`src/rtl/shift_unit_pkg.sv`:
```
package shift_unit_pkg;

	// ----------------------------------------
	// Register map
	// ----------------------------------------
	localparam logic [1:0] ADDR_DATA = 2'h0;
	localparam logic [1:0] ADDR_STATUS = 2'h1;
	localparam logic [1:0] ADDR_CONTROL = 2'h2;
	localparam logic [1:0] ADDR_PORT = 2'h3;

	// Status register bit positions
	localparam int STAT_START_BIT = 7;
	localparam int STAT_WRAP_BIT = 6;
	localparam int STAT_COLL_BIT = 4;

	// Control register bit positions
	localparam int CTL_START_IE_BIT = 7;
	localparam int CTL_WRAP_IE_BIT = 6;
	localparam int CTL_WM_HI_BIT = 5;
	localparam int CTL_WM_LO_BIT = 4;
	localparam int CTL_EXT_BIT = 3;
	localparam int CTL_EDGE_BIT = 2;
	localparam int CTL_SWCLK_BIT = 1;
	localparam int CTL_TOGGLE_BIT = 0;

	// Port register bit positions
	localparam int PORT_SDA_OUT_BIT = 0;
	localparam int PORT_SCL_OUT_BIT = 1;
	localparam int PORT_SDA_DIR_BIT = 2;
	localparam int PORT_SCL_DIR_BIT = 3;
	localparam int PORT_GIE_BIT = 4;

	// Wire modes
	localparam logic [1:0] WM_OFF = 2'h0;
	localparam logic [1:0] WM_THREE = 2'h1;
	localparam logic [1:0] WM_TWO = 2'h2;
	localparam logic [1:0] WM_TWO_HOLD = 2'h3;

	localparam logic [3:0] CNT_MAX = 4'hF;
	localparam logic [7:0] RESET_BYTE = 8'h00;
	localparam logic [7:0] PORT_RESET = 8'h03;

	// ----------------------------------------
	// Start detector delay
	// ----------------------------------------
	localparam int CLK_PERIOD_NS = 10;
	localparam int SDA_DELAY_MIN_NS = 50;
	localparam int SDA_DELAY_CYCLES = (SDA_DELAY_MIN_NS + CLK_PERIOD_NS - 1) / CLK_PERIOD_NS;

	// Software register bus request
	typedef struct packed {
		logic [1:0] addr;
		logic [7:0] wdata;
		logic wr;
		logic rd;
	} reg_req_t;

endpackage

```
`src/rtl/start_detector.sv`:
```
// ----------------------------------------
// Start condition detector with SDA delay
// ----------------------------------------
module start_detector (
	input wire logic clock_i,
	input wire logic rst_n_i,
	input wire logic enable_i,
	input wire logic scl_i,
	input wire logic sda_i,
	output logic start_o
);

	logic [shift_unit_pkg::SDA_DELAY_CYCLES-1:0] sda_line;
	logic sda_late;

	// Delay line lets SCL settle before the compare
	always_ff @(posedge clock_i) begin
		if (!rst_n_i) begin
			sda_line <= '1;
		end else begin
			sda_line <= {sda_line[shift_unit_pkg::SDA_DELAY_CYCLES-2:0], sda_i};
		end
	end

	assign sda_late = sda_line[shift_unit_pkg::SDA_DELAY_CYCLES-1];

	// SDA fall with SCL high, disabled outside two-wire mode
	always_ff @(posedge clock_i) begin
		if (!rst_n_i) begin
			start_o <= 1'b0;
		end else begin
			start_o <= enable_i && scl_i && sda_late && !sda_line[shift_unit_pkg::SDA_DELAY_CYCLES-2];
		end
	end

	start_pulse_a: assert property (@(posedge clock_i) disable iff (!rst_n_i)
		start_o |-> $past(enable_i) && $past(scl_i))
		else $error("start seen without enable and high clock");

endmodule // start_detector

```
`src/rtl/universal_shift_unit.sv`:
```
// Overview of operation
// - Two-wire mode shifts on the serial clock edge chosen by the edge bit
// - Slave stretches clock at byte start/end
// - Data fall with clock high sets flag
// - Data pulled low by top bit or port
// - Start hold keeps clock low until cleared
// - Slave samples data on clock rise with the edge bit clear, on the fall with it set
// - Counter wrap holds clock low until cleared
// - Direction bit chooses who drives data
// - Data delayed before compare with clock
// - Start detector only in two-wire mode
// - Start detection needs the system clock running
// - External clock counts both edges
// - Data register is shift register directly
// - Software write beats coincident shift
// - Left shift from selected clock source
// - Inputs still shift with outputs off
// - Output latch feeds top bit to pin
// - Non two-wire modes flag every count
// - Interrupt when flag and enables set
// - Write one clears start flag, hold
// - Wrap flag on 15 to 0, write-one clear
// - Toggle strobe flips clock pin
module universal_shift_unit (
	input wire logic clock_i,
	input wire logic rst_n_i,
	input wire logic [1:0] reg_addr_i,
	input wire logic [7:0] reg_wdata_i,
	input wire logic reg_wr_i,
	input wire logic reg_rd_i,
	output logic [7:0] reg_rdata_o,
	input wire logic timer_match_i,
	input wire logic scl_i,
	output logic scl_o,
	output logic scl_oe_n_o,
	input wire logic sda_i,
	output logic sda_o,
	output logic sda_oe_n_o,
	output logic data_out_o,
	output logic start_irq_o,
	output logic wrap_irq_o
);

	// ----------------------------------------
	// Bus request and pin synchronisers
	// ----------------------------------------
	shift_unit_pkg::reg_req_t req;
	logic [1:0] scl_sync;
	logic [1:0] sda_sync;
	logic scl_prev;
	logic [7:0] shift_data;
	logic [3:0] edge_count;
	logic start_detect_flag;
	logic counter_wrap_flag;
	logic start_hold;
	logic wrap_hold;
	logic [7:0] serial_control;
	logic [7:0] port_reg;
	logic out_latch;
	logic start_seen;
	logic scl_rise;
	logic scl_fall;
	logic [1:0] wire_mode_field;
	logic two_wire;
	logic external_clock_select;
	logic clock_edge_select;
	logic wr_data;
	logic wr_status;
	logic wr_control;
	logic software_clock_strobe;
	logic clock_pin_toggle_strobe;
	logic count_tick;
	logic shift_tick;
	logic wrap_now;
	logic scl_pin_level;
	logic latch_open;
	logic [3:0] next_count;

	assign req = '{addr: reg_addr_i, wdata: reg_wdata_i, wr: reg_wr_i, rd: reg_rd_i};

	// Two flops before any logic reads the pins
	always_ff @(posedge clock_i) begin
		if (!rst_n_i) begin
			scl_sync <= 2'h3;
			sda_sync <= 2'h3;
			scl_prev <= 1'b1;
		end else begin
			scl_sync <= {scl_sync[0], scl_i};
			sda_sync <= {sda_sync[0], sda_i};
			scl_prev <= scl_sync[1];
		end
	end

	assign scl_rise = scl_sync[1] && !scl_prev;
	assign scl_fall = !scl_sync[1] && scl_prev;

	// ----------------------------------------
	// Decode of control fields and strobes
	// ----------------------------------------
	assign wire_mode_field = serial_control[shift_unit_pkg::CTL_WM_HI_BIT:shift_unit_pkg::CTL_WM_LO_BIT];
	assign two_wire = wire_mode_field[1];
	assign external_clock_select = serial_control[shift_unit_pkg::CTL_EXT_BIT];
	assign clock_edge_select = serial_control[shift_unit_pkg::CTL_EDGE_BIT];
	assign wr_data = req.wr && req.addr == shift_unit_pkg::ADDR_DATA;
	assign wr_status = req.wr && req.addr == shift_unit_pkg::ADDR_STATUS;
	assign wr_control = req.wr && req.addr == shift_unit_pkg::ADDR_CONTROL;
	assign software_clock_strobe = wr_control && req.wdata[shift_unit_pkg::CTL_SWCLK_BIT];
	assign clock_pin_toggle_strobe = wr_control && req.wdata[shift_unit_pkg::CTL_TOGGLE_BIT];

	// Clock source select; strobe bits in the written byte apply with it
	always_comb begin
		count_tick = 1'b0;
		shift_tick = 1'b0;
		if (req.wdata[shift_unit_pkg::CTL_EXT_BIT] && wr_control) begin
			// External source with strobe: counter ticks only when both clock and toggle strobes are written
			count_tick = software_clock_strobe && clock_pin_toggle_strobe;
		end else if (wr_control && !req.wdata[shift_unit_pkg::CTL_EXT_BIT]) begin
			count_tick = software_clock_strobe;
			shift_tick = software_clock_strobe;
		end
		if (external_clock_select) begin
			// Both edges count, one chosen edge samples data
			count_tick = count_tick || scl_rise || scl_fall;
			shift_tick = clock_edge_select ? scl_fall : scl_rise;
		end else if (serial_control[shift_unit_pkg::CTL_EDGE_BIT] && timer_match_i) begin
			count_tick = 1'b1;
			shift_tick = 1'b1;
		end
	end

	assign wrap_now = count_tick && edge_count == shift_unit_pkg::CNT_MAX;

	// ----------------------------------------
	// Shift register and counter
	// ----------------------------------------
	// No buffer: software reads and writes the shifter itself
	always_ff @(posedge clock_i) begin
		if (!rst_n_i) begin
			shift_data <= shift_unit_pkg::RESET_BYTE;
		end else if (wr_data) begin
			shift_data <= req.wdata;
		end else if (shift_tick) begin
			shift_data <= {shift_data[6:0], sda_sync[1]};
		end
	end

	// Counter writes also beat a coincident tick
	always_comb begin
		next_count = edge_count;
		if (wr_status) begin
			next_count = req.wdata[3:0];
		end else if (count_tick) begin
			next_count = edge_count + 4'h1;
		end
	end

	always_ff @(posedge clock_i) begin
		if (!rst_n_i) begin
			edge_count <= 4'h0;
		end else begin
			edge_count <= next_count;
		end
	end

	// ----------------------------------------
	// Flags and clock holds
	// ----------------------------------------
	// Start detector runs on the system clock; limitation: no wake with the clock stopped
	start_detector start_unit (
		.clock_i(clock_i),
		.rst_n_i(rst_n_i),
		.enable_i(two_wire),
		.scl_i(scl_sync[1]),
		.sda_i(sda_sync[1]),
		.start_o(start_seen)
	);

	// Start flag: set wins over a write-one clear
	always_ff @(posedge clock_i) begin
		if (!rst_n_i) begin
			start_detect_flag <= 1'b0;
		end else if (two_wire ? start_seen : count_tick) begin
			start_detect_flag <= 1'b1;
		end else if (wr_status && req.wdata[shift_unit_pkg::STAT_START_BIT]) begin
			start_detect_flag <= 1'b0;
		end
	end

	// Hold arms when the master pulls SCL low after a start
	always_ff @(posedge clock_i) begin
		if (!rst_n_i) begin
			start_hold <= 1'b0;
		end else if (!two_wire || !start_detect_flag) begin
			start_hold <= 1'b0;
		end else if (scl_fall) begin
			start_hold <= 1'b1;
		end
	end

	always_ff @(posedge clock_i) begin
		if (!rst_n_i) begin
			counter_wrap_flag <= 1'b0;
		end else if (wrap_now) begin
			counter_wrap_flag <= 1'b1;
		end else if (wr_status && req.wdata[shift_unit_pkg::STAT_WRAP_BIT]) begin
			counter_wrap_flag <= 1'b0;
		end
	end

	// Wrap hold only in the holding two-wire mode
	always_ff @(posedge clock_i) begin
		if (!rst_n_i) begin
			wrap_hold <= 1'b0;
		end else if (wire_mode_field != shift_unit_pkg::WM_TWO_HOLD || !counter_wrap_flag) begin
			wrap_hold <= 1'b0;
		end else begin
			wrap_hold <= 1'b1;
		end
	end

	// ----------------------------------------
	// Control and port registers
	// ----------------------------------------
	// Strobe bits are not stored; clock pin toggles on request
	always_ff @(posedge clock_i) begin
		if (!rst_n_i) begin
			serial_control <= shift_unit_pkg::RESET_BYTE;
		end else if (wr_control) begin
			serial_control <= {req.wdata[7:2], 2'h0};
		end
	end

	always_ff @(posedge clock_i) begin
		if (!rst_n_i) begin
			port_reg <= shift_unit_pkg::PORT_RESET;
		end else if (req.wr && req.addr == shift_unit_pkg::ADDR_PORT) begin
			port_reg <= req.wdata;
		end else if (clock_pin_toggle_strobe) begin
			port_reg[shift_unit_pkg::PORT_SCL_OUT_BIT] <= !port_reg[shift_unit_pkg::PORT_SCL_OUT_BIT];
		end
	end

	// ----------------------------------------
	// Output latch and pins
	// ----------------------------------------
	// External clock: open in first half, i.e. while clock is in its sampling phase
	assign latch_open = !external_clock_select || (clock_edge_select ? scl_sync[1] : !scl_sync[1]);

	always_ff @(posedge clock_i) begin
		if (!rst_n_i) begin
			out_latch <= 1'b1;
		end else if (latch_open) begin
			out_latch <= shift_data[7];
		end
	end

	assign data_out_o = out_latch;

	// Two-wire mode is open drain, three-wire drives both levels; software sets the direction per byte
	always_comb begin
		sda_o = 1'b0;
		scl_o = 1'b0;
		sda_oe_n_o = 1'b1;
		scl_oe_n_o = 1'b1;
		scl_pin_level = port_reg[shift_unit_pkg::PORT_SCL_OUT_BIT];
		if (two_wire) begin
			sda_oe_n_o = !(port_reg[shift_unit_pkg::PORT_SDA_DIR_BIT]
				&& (!out_latch || !port_reg[shift_unit_pkg::PORT_SDA_OUT_BIT]));
			scl_oe_n_o = !((port_reg[shift_unit_pkg::PORT_SCL_DIR_BIT] && !scl_pin_level)
				|| start_hold || wrap_hold);
		end else if (wire_mode_field == shift_unit_pkg::WM_THREE) begin
			sda_o = out_latch;
			sda_oe_n_o = !port_reg[shift_unit_pkg::PORT_SDA_DIR_BIT];
			scl_o = scl_pin_level;
			scl_oe_n_o = !port_reg[shift_unit_pkg::PORT_SCL_DIR_BIT];
		end
	end

	// Interrupt requests with global enable
	assign start_irq_o = start_detect_flag && serial_control[shift_unit_pkg::CTL_START_IE_BIT]
		&& port_reg[shift_unit_pkg::PORT_GIE_BIT];
	assign wrap_irq_o = counter_wrap_flag && serial_control[shift_unit_pkg::CTL_WRAP_IE_BIT]
		&& port_reg[shift_unit_pkg::PORT_GIE_BIT];

	// ----------------------------------------
	// Read data, one cycle after the strobe
	// ----------------------------------------
	always_ff @(posedge clock_i) begin
		if (!rst_n_i) begin
			reg_rdata_o <= shift_unit_pkg::RESET_BYTE;
		end else if (req.rd) begin
			case (req.addr)
				shift_unit_pkg::ADDR_DATA: reg_rdata_o <= shift_data;
				shift_unit_pkg::ADDR_STATUS: reg_rdata_o <= {start_detect_flag, counter_wrap_flag, 1'b0,
					two_wire && (shift_data[7] != sda_sync[1]), edge_count};
				shift_unit_pkg::ADDR_CONTROL: reg_rdata_o <= serial_control;
				default: reg_rdata_o <= port_reg;
			endcase
		end else begin
			reg_rdata_o <= shift_unit_pkg::RESET_BYTE;
		end
	end

	// ----------------------------------------
	// Checks
	// ----------------------------------------
	write_wins_a: assert property (@(posedge clock_i) disable iff (!rst_n_i)
		wr_data |=> shift_data == $past(reg_wdata_i))
		else $error("data write lost to a shift");

	wrap_flag_a: assert property (@(posedge clock_i) disable iff (!rst_n_i)
		(count_tick && !wr_status && edge_count == shift_unit_pkg::CNT_MAX)
		|=> counter_wrap_flag && edge_count == 4'h0)
		else $error("wrap flag not set on 15 to 0");

	wrap_hold_a: assert property (@(posedge clock_i) disable iff (!rst_n_i)
		(wire_mode_field == shift_unit_pkg::WM_TWO_HOLD && counter_wrap_flag) [*2] |-> !scl_oe_n_o)
		else $error("clock not held after wrap");

	start_clear_a: assert property (@(posedge clock_i) disable iff (!rst_n_i)
		(wr_status && reg_wdata_i[shift_unit_pkg::STAT_START_BIT] && !start_seen && !count_tick)
		|=> !start_detect_flag)
		else $error("start flag not cleared by write one");

	start_set_a: assert property (@(posedge clock_i) disable iff (!rst_n_i)
		(two_wire && start_seen) |=> start_detect_flag)
		else $error("start flag missed");

	sda_pull_a: assert property (@(posedge clock_i) disable iff (!rst_n_i)
		(two_wire && port_reg[shift_unit_pkg::PORT_SDA_DIR_BIT] && !out_latch) |-> !sda_oe_n_o && !sda_o)
		else $error("data line not pulled low");

	irq_gate_a: assert property (@(posedge clock_i) disable iff (!rst_n_i)
		start_irq_o |-> start_detect_flag && serial_control[shift_unit_pkg::CTL_START_IE_BIT])
		else $error("start interrupt without flag");

	count_edge_a: assert property (@(posedge clock_i) disable iff (!rst_n_i)
		(external_clock_select && scl_rise && !wr_status && !wr_control) |=> edge_count == $past(edge_count) + 4'h1)
		else $error("external edge not counted");

endmodule // universal_shift_unit

```
`config.mk`:
```
export PLATFORM = sky130hd
export DESIGN_NAME = universal_shift_unit
export DESIGN_NICKNAME = d
export VERILOG_FILES = /design/src/rtl/shift_unit_pkg.sv /design/src/rtl/start_detector.sv /design/src/rtl/universal_shift_unit.sv
export SDC_FILE = /design/constraint.sdc
export NUM_CORES = 1
export LEC_CHECK = 0
export ABC_AREA = 1
export BUFFER_PORTS_ARGS = -buffer_cell sky130_fd_sc_hd__buf_2
export CAP_MARGIN = 20
export CORE_ASPECT_RATIO = 0.8
export CORE_UTILIZATION = 56
export DETAILED_ROUTE_END_ITERATION = 10
export PLACE_DENSITY = 0.78
export SYNTH_ARGS = -nofsm -noshare
export SYNTH_HDL_FRONTEND = slang
export SYNTH_SLANG_ARGS = --single-unit
```
`constraint.sdc`:
```
create_clock -name clock_i -period 1.5 [get_ports clock_i]
set_input_delay 0.075 -clock clock_i [delete_from_list [all_inputs] [get_ports clock_i]]
set_output_delay 0.075 -clock clock_i [all_outputs]
set_load 0.02 [all_outputs]
```
Yosys cells after proc, flatten, opt, wreduce, memory -nomap -nowiden
Index checks and enable logic that the tools add are counted.
- logic and storage cells: 111
- output and inout bits: 15
- flip-flop bits (word level): 50
- bits of input ports: 17
- equal/unequal tests: 7
- $add $sub $neg: 1
- mux-type cells: 30
- reduce and logical (&&, ||, !) cells: 56
- bitwise gates (word level): 1
- operators with widths (kind ; count):
    $logic_and A1 B1 Y1 ; 25
    $mux W1 ; 25
    $pmux W8 S3 ; 1
    $mux W8 ; 2
    $logic_not A1 Y1 ; 15
    $reduce_bool A2 Y1 ; 5
    $logic_or A1 B1 Y1 ; 8
    $mux W4 ; 2
    $add A4 B1 Y4 const B ; 1
    $eq A2 B1 Y1 const B ; 2
    $eq A2 B2 Y1 const B ; 2
    $eq A4 B4 Y1 const B ; 1
    $logic_not A2 Y1 ; 1
    $ne A2 B2 Y1 const B ; 1
    $reduce_and A2 Y1 ; 1
    $reduce_or A2 Y1 ; 1
    $ne A1 B1 Y1 ; 1
    $not A1 Y1 ; 1

Longest topological paths before layout
Gate-level depths: netlist of the first run.
- depth in word-level cells: 10
- depth in mapped cells: 9
- depth with buffers taken out: 8

Modules after synthesis
From an unflattened synthesis of the first run, not the netlist that was laid out.
- cells, all modules: 331
- area, all modules: 2356.0 µm²
- by module, submodules not included (module ; area an instance (µm²) ; cells an instance ; times used):
    universal_shift_unit ; 2184.6 ; 313 ; 1
    start_detector ; 171.4 ; 18 ; 1

Worst setup path before layout of the first run
Ideal clock, no wire load.
- path kind: register to register
- from: register scl_sync[1]
- to: register shift_data[7]
- data required time: 1387 ps
- clock period less this slack: 1137 ps
- data arrival time: 1025 ps
- slack: 363 ps
- cell stages (with the launch flop): 9
- path through: dfxtp_1 inv_1 nand2_1 nand2_1 nand3_1 nand3_2 buf_6 nor2_1 nor2_1
- longest elaborated chain between the ends: 5
- elaborated cells on any way between the ends: 6
- classes of those cells: mux: 2; reduce/logical: 4
- ends and longest elaborated chain (element ; RTL line ; source):
    from (decl) ; universal_shift_unit.sv:48 ; logic [1:0] scl_sync;
    from (signal assigned) ; universal_shift_unit.sv:88 ; scl_sync <= {scl_sync[0], scl_i};
    $logic_not A1 Y1 ; universal_shift_unit.sv:95 ; assign scl_fall = !scl_sync[1] && scl_prev;
    $logic_and A1 B1 Y1 ; universal_shift_unit.sv:95 ;
    $mux W1 * ; universal_shift_unit.sv:124 ; shift_tick = clock_edge_select ? scl_fall : scl_rise;
    $mux W1 * ; universal_shift_unit.sv:121 ; if (external_clock_select) begin
    $reduce_bool A2 Y1 (no source line) * ; - ;
    to (signal assigned) ; universal_shift_unit.sv:139 ; shift_data <= shift_unit_pkg::RESET_BYTE;
    to (signal assigned) ; universal_shift_unit.sv:141 ; shift_data <= req.wdata;
    to (signal assigned) ; universal_shift_unit.sv:143 ; shift_data <= {shift_data[6:0], sda_sync[1]};
    to (decl) ; universal_shift_unit.sv:51 ; logic [7:0] shift_data;
Every way passes the cells marked *; elsewhere a longest branch is shown, timed or not.
A chain may end at the register's enable or synchronous reset.

Worst setup path in the final report of the first run
- from: register serial_control[5]
- to: output port scl_oe_n_o
- longest elaborated chain between the ends: 3
- ends and longest elaborated chain (element ; RTL line ; source):
    from (decl) ; universal_shift_unit.sv:57 ; logic [7:0] serial_control;
    from (signal assigned) ; universal_shift_unit.sv:227 ; serial_control <= shift_unit_pkg::RESET_BYTE;
    from (signal assigned) ; universal_shift_unit.sv:229 ; serial_control <= {req.wdata[7:2], 2'h0};
    $eq A2 B1 Y1 ; universal_shift_unit.sv:271 ; end else if (wire_mode_field == shift_unit_pkg::WM_THREE) begin
    $mux W1 ; universal_shift_unit.sv:271 ;
    $mux W1 * ; universal_shift_unit.sv:266 ; if (two_wire) begin
    to (decl) ; universal_shift_unit.sv:35 ; output logic scl_oe_n_o,
Marks and branches as above.

==> results.sh, run 1 <==
export IMPL_grt_max_degree=23
export IMPL_period_needed_ps=1340
export IMPL_cp_max_fo=6
export IMPL_worstPathRequired_ps=1420
export IMPL_final_setup_viol_count=0
export IMPL_critical_path_arrival_ps=1270
export IMPL_synth_top_area_share_pct=44.2
export IMPL_io_pins=32
export IMPL_regArea_mm2=0.00100
export IMPL_synth_top_cells_by_count="nand2_1 (71), inv_1 (56), dfxtp_1 (50)"
export IMPL_placed_area_mm2=0.00248
export IMPL_yosysMostFrequentCell="nand2_1"
export IMPL_cap_violations=0
export IMPL_syn_area_per_cell_um2=6.95
export IMPL_postSynthRegisterBits=50
export IMPL_dr_pass1_iters=5
export IMPL_max_clock_freq_mhz=744
export IMPL_synthArstFlopShare_pct=0
export IMPL_cts_buffers=5
export IMPL_synth_edff_count=0
export IMPL_area_growth_pct=15.7
export IMPL_fin_tns_setup_ps=0
export IMPL_clock_skew_ps=7.33
export IMPL_crit_path_end_kind="output pin"
export IMPL_slew_violations=0
export IMPL_outcome="completed"
export IMPL_num_fill_cells=370
export IMPL_cts_sinks=50
export IMPL_fin_crit_sh_pct=89.6
export IMPL_crit_chain="inv_1, nand2_1, nor2_1, a21oi_1, buf_2"
export IMPL_tightest_slew_ps=578
export IMPL_leakagePower_nw=1.29
export IMPL_rows=20
export IMPL_critPathBufInv=2
export IMPL_clkTransAtPathRegs_ps=90
export IMPL_syn_area_mm2=0.00226
export IMPL_ys_flop_type="dfxtp_1"
export IMPL_finalHoldViolations=0
export IMPL_yosysWarnings=0
export IMPL_drtIter0Drc=273
export IMPL_dieArea_mm2=0.00430
export IMPL_antenna_found_initial=0
export IMPL_clockBufferDepth=2
export IMPL_fin_nets=380
export IMPL_core_mm2=0.00383
export IMPL_irDropWorstVdd_mv=0.643
export IMPL_insertion_delay_ps=300
export IMPL_cp_top_family="buffers and inverters"
export IMPL_cts_htree_levels=2
export IMPL_drive_gt1_share_pct=15.4
export IMPL_rsz0062_at_grt="no"
export IMPL_yosysSeqAreaShare_pct=44.2
export IMPL_synthTopCellsByArea="dfxtp_1 (44%), nand2_1 (12%), inv_1 (9.3%)"
export IMPL_grt_pass1_vias=1972
export IMPL_wl_per_cell_um=13.4
export IMPL_criticalPathCategory="flip-flop to output pin"
export IMPL_grt_pass1_wl_um=9230
export IMPL_die_h_um=58.9
export IMPL_clock_root_buffer="clkbuf_8"
export IMPL_cts_tree="built"
export IMPL_finish_utilization_pct=68.5
export IMPL_die_w_um=73.1
export IMPL_drc_errors=0
export IMPL_initial_core_util_pct=59.2
export IMPL_grt_overflow=0
export IMPL_p_per_area_mw_per_mm2=1050
export IMPL_grt_total_usage_pct=29.1
export IMPL_max_stage_delay_ps=320
export IMPL_via_count=2191
export IMPL_final_area_mm2=0.00262
export IMPL_gp_congestion=1.00
export IMPL_dpl_hpwl_um=4210
export IMPL_syn_nets=344
export IMPL_slew_headroom_pct=61.4
export IMPL_synthDistinctLibCells=26
export IMPL_start_kind="flip-flop"
export IMPL_n_antenna_cell=0
export IMPL_hp_class="input pin to flip-flop"
export IMPL_port_buffers=31
export IMPL_postCtsSetupBuffers=0
export IMPL_ant_nets=0
export IMPL_synthCells=326
export IMPL_wirelength_um=5620
export IMPL_viasPerCell=5.24
export IMPL_yosys_area_top_type="dfxtp_1"
export IMPL_crit_slowest_cell="dfxtp_1"
export IMPL_multi_input_comb_area_mm2=0.00100
## where the power goes
group          leakage [nW]  switching (mW)  internal (mW)
Combinational         0.825           0.251          0.136
Clock                0.0514           0.439          0.498
Sequential            0.409          0.0478           1.39
## worst paths after layout
kind         slack, ps                               from                                end  cells after the start
min reg2reg        420  start_unit.sda_line[2]$_SDFF_PN1_  start_unit.sda_line[3]$_SDFF_PN1_                      1
max reg2reg        240                scl_prev$_SDFF_PN1_         edge_count[2]$_SDFFE_PN0P_                      7
min                 40                     reg_wdata_i[0]           port_reg[0]$_SDFFE_PN1P_                      3
max                160     serial_control[5]$_SDFFE_PN0N_                         scl_oe_n_o                      5
## per-layer routing
layer	global-route usage [%]	vias to the layer above	part of all wire, %	routed length [um]
li1	-	1108	-	-
met1	41.2	980	47	2620
met2	43.1	92	43	2410
met3	7.02	11	9.3	522
met4	10.1	0	1.2	70
met5	0	-	0	0
## logic make-up after synthesis
logic type	synth area share, %
AO/OA/AOI/OAI	16.9
flip-flops	44.2
AND/OR/NAND/NOR	26.1
buffers and inverters	11.8
XOR/XNOR	0.387
adder cells (fa/ha/maj)	0.552
## tightest hold or removal path: cells and delay by family
kind / cells / cell delay [ps]
compound gates: 2 / 120
buf+inv: 1 / 110
## final cells by class
type / instances / share of cell area, %
multi-input cells: 208 / 38.3
well taps: 55 / 2.63
repair buffers: 39 / 8.40
inverters: 58 / 8.31
flip-flops and latches: 50 / 38.2
clock buffers: 6 / 2.77
clock inverters: 2 / 1.43
## per-stage QoR
step	hold WS, ps	power [mW]	worst slack [ps]	instances
2_1_floorplan	182	1.72	363	326
3_3_place_gp	260	1.83	212	408
3_5_place_dp	263	1.84	174	408
4_1_cts	30.4	2.77	159	418
5_1_grt	14.8	2.89	44.9	418
6_report	38.7	2.76	156	418
## layout by cell type, fill, tap and decap left out, drive strengths merged, types with 2 or more instances in the layout
cell / count
inv: 57
dlygate4sd3: 2
dfxtp: 50
buf: 37
a21oi: 31
o211ai: 2
o22ai: 2
o221ai: 5
nor3: 2
o21ai: 27
nor2: 27
nand2: 71
nand4: 6
nand3: 19
clkbuf: 6
or2: 9
nor4: 2
## timing repair
action	CTS	global route
endpoints found under the hold margin	2	0
setup endpoints to repair	0	6
hold buffers	2	0
gates resized for setup	0	1
Power figures use the tool's default switching activity.
==> run 2: changes to the inputs <==
--- a/config.mk
+++ b/config.mk
@@ -10,6 +10,7 @@
 export CAP_MARGIN = 20
 export CORE_ASPECT_RATIO = 0.8
 export CORE_UTILIZATION = 56
+export CTS_BUF_LIST = sky130_fd_sc_hd__clkbuf_16
 export DETAILED_ROUTE_END_ITERATION = 10
 export PLACE_DENSITY = 0.78
 export SYNTH_ARGS = -nofsm -noshare
==> results.sh, run 2 (synthesized netlist as in run 1, its figures left out) <==
export IMPL_crit_slowest_cell="dfxtp_1"
export IMPL_fin_tns_setup_ps=0
export IMPL_final_common_cell="nand2_1"
export IMPL_rows=20
export IMPL_final_setup_viol_count=0
export IMPL_gp_congestion=1.00
export IMPL_clock_skew_ps=3.36
export IMPL_dieArea_mm2=0.00430
export IMPL_grt_max_degree=23
export IMPL_leakagePower_nw=1.32
export IMPL_drtIter0Drc=277
export IMPL_clkTransAtPathRegs_ps=60
export IMPL_io_pins=32
export IMPL_die_w_um=73.1
export IMPL_start_kind="flip-flop"
export IMPL_wl_per_cell_um=13.7
export IMPL_use_met1_pct=41.4
export IMPL_grt_pass1_vias=1983
export IMPL_ant_nets=0
export IMPL_worstPathRequired_ps=1420
export IMPL_n_antenna_cell=0
export IMPL_p_per_area_mw_per_mm2=1150
export IMPL_fin_nets=380
export IMPL_finalHoldViolations=0
export IMPL_irDropWorstVdd_mv=0.819
export IMPL_cts_sinks=50
export IMPL_slew_violations=0
export IMPL_outcome="completed"
export IMPL_viasPerCell=5.34
export IMPL_via_count=2234
export IMPL_port_buffers=31
export IMPL_top_usage_layer="met2"
export IMPL_hp_class="input pin to flip-flop"
export IMPL_core_mm2=0.00383
export IMPL_cts_buffers=5
export IMPL_max_clock_freq_mhz=760
export IMPL_preCtsSetupSlack_ps=174
export IMPL_cts_htree_levels=2
export IMPL_clock_root_buffer="clkbuf_16"
export IMPL_finish_utilization_pct=69.9
export IMPL_clockBufferDepth=2
export IMPL_total_power_mw=3.07
export IMPL_dpl_hpwl_um=4210
export IMPL_postCtsSetupBuffers=0
export IMPL_rsz0062_at_grt="no"
export IMPL_insertion_delay_ps=280
export IMPL_dr_pass1_iters=6
export IMPL_area_growth_pct=18.2
export IMPL_cap_violations=0
export IMPL_crit_path_end_kind="output pin"
export IMPL_die_h_um=58.9
export IMPL_cts_tree="built"
export IMPL_holdWs_ps=55.4
export IMPL_cp_max_fo=6
export IMPL_critical_path_arrival_ps=1240
export IMPL_layout_common_cells="nand2_1 (71), inv_1 (57), dfxtp_1 (50)"
export IMPL_met3_usage_pct=7.53
export IMPL_initial_core_util_pct=59.2
export IMPL_tightest_slew_ps=560
export IMPL_grt_overflow=0
export IMPL_max_stage_delay_ps=310
export IMPL_drc_errors=0
export IMPL_antenna_found_initial=0
export IMPL_grt_total_usage_pct=29.5
export IMPL_criticalPathCategory="flip-flop to output pin"
export IMPL_period_needed_ps=1320
export IMPL_grt_pass1_wl_um=9400
export IMPL_drive_gt1_share_pct=15.4
export IMPL_use_met2_pct=45.1
export IMPL_crit_chain="inv_1, nand2_1, nor2_1, a21oi_1, buf_2"
export IMPL_fin_ws_ps=184
export IMPL_wirelength_um=5720
export IMPL_slew_headroom_pct=62.6
export IMPL_fin_crit_sh_pct=87.7
-- run 2: changes by cell type in the layout (fill, tap and decap cells not counted), sizes merged --
| cell | change |
|---|---|
| clkbuf | -1 |
| inv | +1 |
-- run 2: where the power goes --
group,total (mW),internal [mW],switching [mW],leakage (nW)
Combinational,0.389,0.136,0.253,0.825
Sequential,1.44,1.40,0.0484,0.409
Clock,1.24,0.780,0.461,0.0812
-- run 2: final cells by class --
type | instances | area [um^2]
clock buffers | 5 | 125
clock inverters | 3 | 41.3
well taps | 55 | 68.8
inverters | 58 | 218
multi-input cells | 208 | 1000
flip-flops and latches | 50 | 1000
repair buffers | 39 | 220
fillers | 362 | 1150
-- run 2: through the flow --
step	instances	area, um^2
floorplan	326	2260
global placement	408	2480
detailed placement	408	2480
CTS	418	2670
global route	418	2680
finish	418	2680
-- run 2: critical path: cells and delay by family, from the launching register on --
family                 cells  cell delay, ps
buffers and inverters      2             340
flip-flops                 1             310
AND/OR/NAND/NOR            2             260
AO/OA/AOI/OAI              1              50
-- run 2: layer usage --
metal  vias up  part of all wire [%]
met5         -                     0
met4         0                   1.7
met3        14                   9.3
met2       106                    43
met1       999                    46
li1       1115                     -
-- run 2: path summary, 6_finish.rpt --
check / start / end / slack (ps) / cells after the start
max: serial_control[5]$_SDFFE_PN0N_ / scl_oe_n_o / 180 / 5
min: reg_wdata_i[0] / port_reg[0]$_SDFFE_PN1P_ / 60 / 3
max reg2reg: serial_control[3]$_SDFFE_PN0N_ / counter_wrap_flag$_SDFFE_PN0P_ / 200 / 6
min reg2reg: start_unit.sda_line[2]$_SDFF_PN1_ / start_unit.sda_line[3]$_SDFF_PN1_ / 410 / 1
-- run 2: what timing repair did --
item / 4_1_cts / 5_1_grt
endpoints found under the hold margin: 2 / 0
setup endpoints to repair: 0 / 7
hold buffers: 2 / 0
resized for setup: 0 / 1
